--- src/spims_defs.vh ---
// Purpose: Shared constants for the byte-wide serial port
// Assumes: Included by its bare name from the design file
// Notes: Register indices sit on a two-bit register address
// Function
// - Four modes from polarity and phase bits
// - Drive and sample on opposite clock edges
// - Interrupt when enable, flag and global set
// - Serial enable gates every serial operation
// - Bit order bit selects LSB first
// - Master select, demoted by low slave select
// - Polarity bit sets idle clock level
// - Phase bit picks sample or setup edge
// - Master clock divided by rate bits
// - Rate bits ignored in slave mode
// - Done flag set on byte completion
// - Done cleared by vector or status-data
// - Collision flag on write during transfer
// - Status bits five to one read zero
// - Double rate bit halves master divisor
// - Data write loads byte, starts transfer
// - Data read returns receive buffer
// - Master stops clock after eight bits
// - Single buffered send, double buffered receive
// - Deselected slave tri-states and ignores clock
// - Slave deselect resets send/receive logic
`ifndef SPIMS_DEFS_VH
`define SPIMS_DEFS_VH
`define SPIMS_REG_CONTROL 2'h0
`define SPIMS_REG_STATUS 2'h1
`define SPIMS_REG_DATA 2'h2
`define SPIMS_CTL_IRQ_EN 7
`define SPIMS_CTL_ENABLE 6
`define SPIMS_CTL_LSB_FIRST 5
`define SPIMS_CTL_MASTER 4
`define SPIMS_CTL_CLOCK_POLARITY 3
`define SPIMS_CTL_CLOCK_PHASE 2
`define SPIMS_CTL_RATE_HI 1
`define SPIMS_CTL_RATE_LO 0
`define SPIMS_STS_DONE 7
`define SPIMS_STS_WRITE_COLLISION_FLAG 6
`define SPIMS_STS_DOUBLE 0
`define SPIMS_CONTROL_RESET 8'h00
`define SPIMS_DATA_RESET 8'h00
`define SPIMS_HALF_DIV4 7'h02
`define SPIMS_HALF_DIV16 7'h08
`define SPIMS_HALF_DIV64 7'h20
`define SPIMS_HALF_DIV128 7'h40
`define SPIMS_HALF_DIV2 7'h01
`define SPIMS_HALF_DIV8 7'h04
`define SPIMS_HALF_DIV32 7'h10
`define SPIMS_LAST_BIT 3'h7
`endif

--- src/spims_port.v ---
// Purpose: Byte-wide serial peripheral port, master or slave
// Assumes: One clock ref_clk, synchronous active-high reset srst
// Notes: Pins are split into in, out and active-low output enable
//
// Added by the designer: the address-and-strobe port and the placing of the registers.
`timescale 1ns/100ps
`default_nettype none
`include "spims_defs.vh"
module spims_port (
    input wire ref_clk,
    input wire srst,
    input wire [1:0] reg_addr,
    input wire [7:0] reg_wdata,
    input wire reg_wr,
    input wire reg_rd,
    output reg [7:0] reg_rdata,
    input wire global_irq_enable,
    input wire irq_ack,
    output wire transfer_irq,
    input wire ss_is_input,
    input wire ss_n_in,
    input wire sck_in,
    output wire sck_out,
    output wire sck_oe_n,
    input wire mosi_in,
    output wire mosi_out,
    output wire mosi_oe_n,
    input wire miso_in,
    output wire miso_out,
    output wire miso_oe_n
);

    // Half period of the master clock in system cycles
    function [6:0] half_period;
        input dbl;
        input [1:0] rate;
        begin
            case ({dbl, rate})
                3'h0: half_period = `SPIMS_HALF_DIV4;
                3'h1: half_period = `SPIMS_HALF_DIV16;
                3'h2: half_period = `SPIMS_HALF_DIV64;
                3'h3: half_period = `SPIMS_HALF_DIV128;
                3'h4: half_period = `SPIMS_HALF_DIV2;
                3'h5: half_period = `SPIMS_HALF_DIV8;
                3'h6: half_period = `SPIMS_HALF_DIV32;
                default: half_period = `SPIMS_HALF_DIV64;
            endcase
        end
    endfunction

    // Shift one received bit in, honouring the bit order
    function [7:0] shift_in;
        input [7:0] cur;
        input lsb;
        input din;
        begin
            if (lsb)
                shift_in = {din, cur[7:1]};
            else
                shift_in = {cur[6:0], din};
        end
    endfunction

    reg [7:0] ctl_q;
    reg dbl_q;
    reg done_q;
    reg write_collision_flag_q;
    reg arm_done_q;
    reg arm_write_collision_flag_q;
    reg [7:0] tx_q;
    reg [7:0] hold_q;
    reg [7:0] rxs_q;
    reg [7:0] rxbuf_q;
    reg [2:0] bit_cnt_q;
    reg busy_q;
    reg sck_q;
    reg [6:0] div_q;
    reg slv_xfer_q;
    reg slv_lvl_q;
    reg [1:0] ss_sync_q;
    reg [1:0] sck_sync_q;
    reg [1:0] mosi_sync_q;
    reg [1:0] miso_sync_q;

    // Pins from outside pass two flops before any logic looks at them
    always @(posedge ref_clk)
    begin
        if (srst)
        begin
            ss_sync_q <= 2'h3;
            sck_sync_q <= 2'h0;
            mosi_sync_q <= 2'h0;
            miso_sync_q <= 2'h0;
        end
        else
        begin
            ss_sync_q <= {ss_sync_q[0], ss_n_in};
            sck_sync_q <= {sck_sync_q[0], sck_in};
            mosi_sync_q <= {mosi_sync_q[0], mosi_in};
            miso_sync_q <= {miso_sync_q[0], miso_in};
        end
    end

    wire ss_n_s = ss_sync_q[1];
    wire sck_s = sck_sync_q[1];
    wire mosi_s = mosi_sync_q[1];
    wire miso_s = miso_sync_q[1];

    wire en = ctl_q[`SPIMS_CTL_ENABLE];
    wire master = ctl_q[`SPIMS_CTL_MASTER];
    wire lsb = ctl_q[`SPIMS_CTL_LSB_FIRST];
    wire clock_polarity = ctl_q[`SPIMS_CTL_CLOCK_POLARITY];
    wire clock_phase = ctl_q[`SPIMS_CTL_CLOCK_PHASE];
    wire [1:0] rate = {ctl_q[`SPIMS_CTL_RATE_HI], ctl_q[`SPIMS_CTL_RATE_LO]};

    // Register port decodes
    wire wr_ctl = reg_wr && (reg_addr == `SPIMS_REG_CONTROL);
    wire wr_sts = reg_wr && (reg_addr == `SPIMS_REG_STATUS);
    wire wr_dat = reg_wr && (reg_addr == `SPIMS_REG_DATA);
    wire rd_sts = reg_rd && (reg_addr == `SPIMS_REG_STATUS);
    wire dat_acc = (reg_wr || reg_rd) && (reg_addr == `SPIMS_REG_DATA);

    // Slave select as an input pulled low while master: demote
    wire mode_fault = en && master && ss_is_input && !ss_n_s;

    // Slave is live only while enabled, slave and selected
    wire slv_act = en && !master && !ss_n_s;
    wire slv_lvl = sck_s ^ clock_polarity;
    wire slv_lead = slv_act && slv_lvl && !slv_lvl_q;
    wire slv_trail = slv_act && !slv_lvl && slv_lvl_q;

    // Master edge generator; rate bits only used here
    wire [6:0] half = half_period(dbl_q, rate);
    wire m_tick = busy_q && (div_q == half - 7'h01);
    wire m_lead = m_tick && !sck_q;
    wire m_trail = m_tick && sck_q;

    wire lead = master ? m_lead : slv_lead;
    wire trail = master ? m_trail : slv_trail;
    wire din = master ? miso_s : mosi_s;

    // Phase bit picks which edge samples; the other sets up
    wire sample = clock_phase ? trail : lead;
    wire setup = clock_phase ? (lead && (bit_cnt_q != 3'h0)) : trail;
    wire last = trail && (bit_cnt_q == `SPIMS_LAST_BIT);
    wire xfer = busy_q || slv_xfer_q;
    wire [7:0] rx_next = shift_in(rxs_q, lsb, din);
    wire start = wr_dat && !xfer;
    wire collide = wr_dat && xfer;

    // Control register; hardware demotion wins over a write
    always @(posedge ref_clk)
    begin
        if (srst)
            ctl_q <= `SPIMS_CONTROL_RESET;
        else if (mode_fault)
            ctl_q[`SPIMS_CTL_MASTER] <= 1'b0;
        else if (wr_ctl)
            ctl_q <= reg_wdata;
    end

    // Double-rate bit is the only writable status bit
    always @(posedge ref_clk)
    begin
        if (srst)
            dbl_q <= 1'b0;
        else if (wr_sts)
            dbl_q <= reg_wdata[`SPIMS_STS_DOUBLE];
    end

    // A status read arms the clear; a later data access fires it
    always @(posedge ref_clk)
    begin
        if (srst)
        begin
            arm_done_q <= 1'b0;
            arm_write_collision_flag_q <= 1'b0;
        end
        else if (rd_sts)
        begin
            arm_done_q <= done_q || write_collision_flag_q;
            arm_write_collision_flag_q <= write_collision_flag_q;
        end
        else if (dat_acc)
        begin
            arm_done_q <= 1'b0;
            arm_write_collision_flag_q <= 1'b0;
        end
    end

    // Done flag: set wins over either clear path
    always @(posedge ref_clk)
    begin
        if (srst)
            done_q <= 1'b0;
        else if (last || mode_fault)
            done_q <= 1'b1;
        else if (irq_ack || (dat_acc && arm_done_q))
            done_q <= 1'b0;
    end

    // Collision flag: set wins over the clear
    always @(posedge ref_clk)
    begin
        if (srst)
            write_collision_flag_q <= 1'b0;
        else if (collide)
            write_collision_flag_q <= 1'b1;
        else if (dat_acc && arm_write_collision_flag_q)
            write_collision_flag_q <= 1'b0;
    end

    // Master clock divider and idle-level clock phase
    always @(posedge ref_clk)
    begin
        if (srst)
        begin
            busy_q <= 1'b0;
            sck_q <= 1'b0;
            div_q <= 7'h00;
        end
        else if (!en || !master || mode_fault)
        begin
            busy_q <= 1'b0;
            sck_q <= 1'b0;
            div_q <= 7'h00;
        end
        else if (start)
        begin
            busy_q <= 1'b1;
            sck_q <= 1'b0;
            div_q <= 7'h00;
        end
        else if (busy_q)
        begin
            if (m_tick)
            begin
                div_q <= 7'h00;
                sck_q <= !sck_q;
                if (last)
                    busy_q <= 1'b0;
            end
            else
            begin
                div_q <= div_q + 7'h01;
            end
        end
    end

    // Slave clock history and in-progress mark
    always @(posedge ref_clk)
    begin
        if (srst)
        begin
            slv_lvl_q <= 1'b0;
            slv_xfer_q <= 1'b0;
        end
        else
        begin
            slv_lvl_q <= slv_lvl;
            if (!slv_act)
                slv_xfer_q <= 1'b0;
            else if (last)
                slv_xfer_q <= 1'b0;
            else if (slv_lead)
                slv_xfer_q <= 1'b1;
        end
    end

    // Bit counter restarts per byte and on every deselect
    always @(posedge ref_clk)
    begin
        if (srst)
            bit_cnt_q <= 3'h0;
        else if (!en || mode_fault || start || (!master && ss_n_s))
            bit_cnt_q <= 3'h0;
        else if (trail)
            bit_cnt_q <= bit_cnt_q + 3'h1;
    end

    // Transmit shifter: single buffered, reloaded on deselect
    always @(posedge ref_clk)
    begin
        if (srst)
        begin
            tx_q <= `SPIMS_DATA_RESET;
            hold_q <= `SPIMS_DATA_RESET;
        end
        else if (start)
        begin
            tx_q <= reg_wdata;
            hold_q <= reg_wdata;
        end
        else if (!master && ss_n_s)
            tx_q <= hold_q;
        else if (setup)
        begin
            if (lsb)
                tx_q <= {1'b0, tx_q[7:1]};
            else
                tx_q <= {tx_q[6:0], 1'b0};
        end
    end

    // Receive shifter feeds a buffer that lasts a full byte
    always @(posedge ref_clk)
    begin
        if (srst)
        begin
            rxs_q <= `SPIMS_DATA_RESET;
            rxbuf_q <= `SPIMS_DATA_RESET;
        end
        else
        begin
            if ((!master && ss_n_s) || start)
                rxs_q <= `SPIMS_DATA_RESET;
            else if (sample)
                rxs_q <= rx_next;
            // Last sample precedes the final trailing edge in phase 0
            if (last)
                rxbuf_q <= clock_phase ? rx_next : rxs_q;
        end
    end

    // Read data appear one cycle after the strobe; unmapped reads zero
    always @(posedge ref_clk)
    begin
        if (srst)
            reg_rdata <= 8'h00;
        else if (reg_rd)
        begin
            case (reg_addr)
                `SPIMS_REG_CONTROL: reg_rdata <= ctl_q;
                `SPIMS_REG_STATUS: reg_rdata <= {done_q, write_collision_flag_q, 5'h00, dbl_q};
                `SPIMS_REG_DATA: reg_rdata <= rxbuf_q;
                default: reg_rdata <= 8'h00;
            endcase
        end
        else
            reg_rdata <= 8'h00;
    end

    // Interrupt request is a plain gate of flag and enables
    assign transfer_irq = done_q && ctl_q[`SPIMS_CTL_IRQ_EN] && global_irq_enable;

    // Pins: output bit is whichever end of the shifter leads
    wire out_bit = lsb ? tx_q[0] : tx_q[7];
    assign sck_out = sck_q ^ clock_polarity;
    assign sck_oe_n = !(en && master);
    assign mosi_out = out_bit;
    assign mosi_oe_n = !(en && master);
    assign miso_out = out_bit;
    assign miso_oe_n = !slv_act;

endmodule // spims_port
`default_nettype wire

--- config.mk ---
export PLATFORM = sky130hd
export DESIGN_NAME = spims_port
export DESIGN_NICKNAME = d
export VERILOG_FILES = /design/src/spims_port.v
export VERILOG_INCLUDE_DIRS = /design/src
export SDC_FILE = /design/constraint.sdc
export NUM_CORES = 1
export LEC_CHECK = 0
export BUFFER_PORTS_ARGS = -buffer_cell sky130_fd_sc_hd__buf_2
export CAP_MARGIN = 20
export CORE_MARGIN = 10
export CORE_UTILIZATION = 28
export DETAILED_ROUTE_END_ITERATION = 10
export MAX_ROUTING_LAYER = met4
export PLACE_DENSITY = 0.5
export SLEW_MARGIN = 15
export SYNTH_ARGS = -nofsm -noshare
export SYNTH_HDL_FRONTEND = slang
export SYNTH_SLANG_ARGS = --single-unit
--- constraint.sdc ---
create_clock -name ref_clk -period 2.5 [get_ports ref_clk]
set_input_delay 0.625 -clock ref_clk [delete_from_list [all_inputs] [get_ports ref_clk]]
set_output_delay 0.625 -clock ref_clk [all_outputs]
set_load 0.05 [all_outputs]
==> results.json <==
{
  "status": "completed",
  "fin_crit_sh": 0.909,
  "worstReg2RegEnd": "rxs_q[2]$_SDFFE_PP0P_",
  "yosys.cell_types.count": 50,
  "start_util": 0.288,
  "p_leak_uw": 0.00157,
  "drive_gt1_frac": 0.167,
  "area_delta_synth_final_pct": 21.3,
  "setup_violations": 0,
  "arrival_ns": 2.54,
  "setup_ws_ns": 0.227,
  "timing.fmax_mhz": 440,
  "synth_area_sq_mm": 0.00349,
  "postRouteAntennaNets": 0,
  "die_height_um": 132,
  "slew_violations": 0,
  "synth_seq_area_share": 0.431,
  "peakVddDrop_mv": 0.326,
  "end_kind": "flip-flop",
  "drt-pass1-iter-count": 5,
  "grtUsageTotal": 0.107,
  "cts_root_buf": "clkbuf_16",
  "ys_top_cells_by_area": "dfxtp_1, mux2i_1, nor2_1, a21oi_1, nand2_1",
  "clk_pin_slew_worst_paths_ns": 0.06,
  "ys_seq_elements": 75,
  "maxCapViolCount": 0,
  "grt_overflow_total": 0,
  "antenna_found_initial": 0,
  "maxSlewHeadroom": 0.531,
  "grt_pass1_vias": 2945,
  "nNetsFinal": 476,
  "wl_per_cell_um": 14.4,
  "crit_required_ns": 2.77,
  "rrSetupSlack_ns": 0.23,
  "die_area_sq_mm": 0.0173,
  "diodes": 0,
  "hold_start": "ss_sync_q[0]$_SDFF_PP1_",
  "dp_slack_ns": -0.0541,
  "clk_latency_ns": 0.34,
  "cts_tree": "built",
  "num_vias": 2955,
  "min_path_cells": 1,
  "layout_min_cycle_time_ns": 2.27,
  "holdCritPathClass": "reg -> reg",
  "min_to": "ss_sync_q[1]$_SDFF_PP1_",
  "tightest_slew_ns": 0.699,
  "grt_max_degree": 30,
  "htree_levels": 3,
  "clock_path_buffers": 2,
  "syn_area_per_cell_sq_um": 8.46,
  "portBuffers": 35,
  "yosysWarnings": 0,
  "synthCells": 412,
  "totalWireLength_mm": 9.01,
  "post_cts_buffers": 0,
  "whs_ns": 0.414,
  "die_w_um": 132,
  "synth_top_area_share": 0.431,
  "core_sq_mm": 0.0121,
  "syn-num-nets": 437,
  "numCtsBuffers": 9,
  "place_hpwl_mm": 6.60,
  "rsz0062_at_grt": "false",
  "clkSinkCount": 75,
  "crit_type": "reg -> reg",
  "path_max_fanout": 16,
  "grt_pass1_wl_mm": 14.8,
  "clock_skew_ns": 0.00588,
  "drc_errors": 0,
  "totalNegativeSetupSlack_ns": 0,
  "rows": 40,
  "hold_violations": 0,
  "worstSetupStartpointType": "flip-flop",
  "r2r_start": "ctl_q[0]$_SDFFE_PP0P_",
  "drt_iter0_markers": 116,
  "avgViaCountPerCell": 4.74,
  "gp_congestion": 0.828,
  "synth_area_leader_cell": "dfxtp_1",
  "r2r_cells": 7,
  "power.density_mw_per_mm2": 653,
  "io_pins": 36
}
==> final cells by class <==
cell class | count | area (sq um)
Fill cell | 1307 | 7880
Multi-Input combinational cell | 301 | 1860
Sequential cell | 75 | 1500
Timing Repair Buffer | 52 | 303
Clock buffer | 13 | 270
Tap cell | 168 | 210
Clock inverter | 3 | 45.0
Inverter | 12 | 45.0
==> cells by family after synthesis <==
kind of cell | after synthesis | synth area share
XOR/XNOR | 10 | 0.0251
AND/OR/NAND/NOR | 159 | 0.215
flip-flops | 75 | 0.431
adder cells (fa/ha/maj) | 4 | 0.0144
buffers and inverters | 36 | 0.0441
multiplexers | 42 | 0.121
AO/OA/AOI/OAI | 86 | 0.150
==> power by group <==
part | switching, uW | internal, uW | total (uW)
clock network | 493 | 854 | 1350
registers | 15.5 | 1220 | 1230
logic | 114 | 69.6 | 183
total | 622 | 2140 | 2760
==> cells in the mapped netlist, drive strengths merged <==
library cell,instances
nand3b,2
nand4b,1
o22ai,1
o21ai,24
and3,3
a2111oi,1
nand2b,6
ha,4
mux2i,41
nor3,4
nand4,3
o311a,1
nand2,43
xor2,5
o221ai,1
o211a,1
a2111o,1
a21o,1
inv,12
a22oi,1
xnor2,5
mux2,1
nor3b,2
a311oi,2
nor2b,10
o211ai,1
or2,2
nand3,6
a31oi,2
nor2,61
buf,9
clkbuf,15
a21oi,40
a211oi,1
a211o,6
or3,10
a21boi,1
nor4,3
dfxtp,75
and2,3
a41oi,1
==> layout by cell type, fill, tap and decap left out, types with 10 or more instances in the layout <==
| cell | netlist | layout |
|---|---|---|
| a21oi_1 | 40 | 40 |
| nand2_1 | 43 | 43 |
| nor2_1 | 61 | 61 |
| dfxtp_1 | 75 | 75 |
| mux2i_1 | 41 | 41 |
| buf_4 | 2 | 17 |
| nor2b_1 | 10 | 10 |
| inv_1 | 12 | 12 |
| buf_2 | 2 | 35 |
| or3_1 | 10 | 10 |
| o21ai_0 | 22 | 22 |
==> per-layer routing <==
metal  share of wire  up-vias  GRT usage
li1                -     1491          -
met1            0.49     1391      0.132
met2            0.45       62      0.163
met3           0.039       11     0.0274
met4           0.020        0     0.0445
met5               0        -          -
==> registers in the layout, summed over array words and instances (netlist names), 2 cells and up <==
register / flops
ctl_q: 8
hold_q: 8
reg_rdata: 8
rxbuf_q: 8
rxs_q: 8
tx_q: 8
div_q: 7
bit_cnt_q: 3
miso_sync_q: 2
mosi_sync_q: 2
sck_sync_q: 2
ss_sync_q: 2
==> repair_timing <==
action | CTS | global route
setup endpoints to repair | 8 | 14
pin swaps | 0 | 2
resized for setup | 1 | 2
endpoints found under the hold margin | 0 | 0
hold buffers | 0 | 0
==> how the worst max path moves through the flow <==
stage | startpoint | to | slack (ns) | cells after the start
2_1_floorplan | ctl_q[5]$_SDFFE_PP0P_ | mosi_out | 0.07 | 4
3_3_place_gp | dbl_q$_SDFFE_PP0P_ | rxs_q[5]$_SDFFE_PP0P_ | 0.08 | 7
3_5_place_dp | dbl_q$_SDFFE_PP0P_ | rxs_q[5]$_SDFFE_PP0P_ | -0.05 | 7
4_1_cts | ctl_q[0]$_SDFFE_PP0P_ | rxbuf_q[5]$_SDFFE_PP0P_ | 0.09 | 8
5_1_grt | dbl_q$_SDFFE_PP0P_ | rxs_q[1]$_SDFFE_PP0P_ | 0.006 | 7
6_report | ctl_q[0]$_SDFFE_PP0P_ | rxs_q[2]$_SDFFE_PP0P_ | 0.23 | 7
==> stage by stage <==
step / power [uW] / area (sq um) / instances / util
2_1_floorplan: 1380 / 3490 / 412 / -
3_3_place_gp: 1440 / 3890 / 608 / 0.321
3_5_place_dp: 1440 / 3890 / 608 / 0.321
4_1_cts: 2810 / 4210 / 624 / 0.348
5_1_grt: 2860 / 4230 / 624 / 0.349
6_report: 2760 / 4230 / 624 / 0.349
==> worst max-delay path, cell delays in order (launching register included) <==
cell and delay [ns]:
dfxtp_1 0.39, or3_1 0.37, o21ai_1 0.22, a22oi_2 0.14, nor4_4 0.33, a311oi_4 0.22, or3_1 0.42, a21oi_1 0.12
No activity file was read; power rests on OpenSTA's default activity.
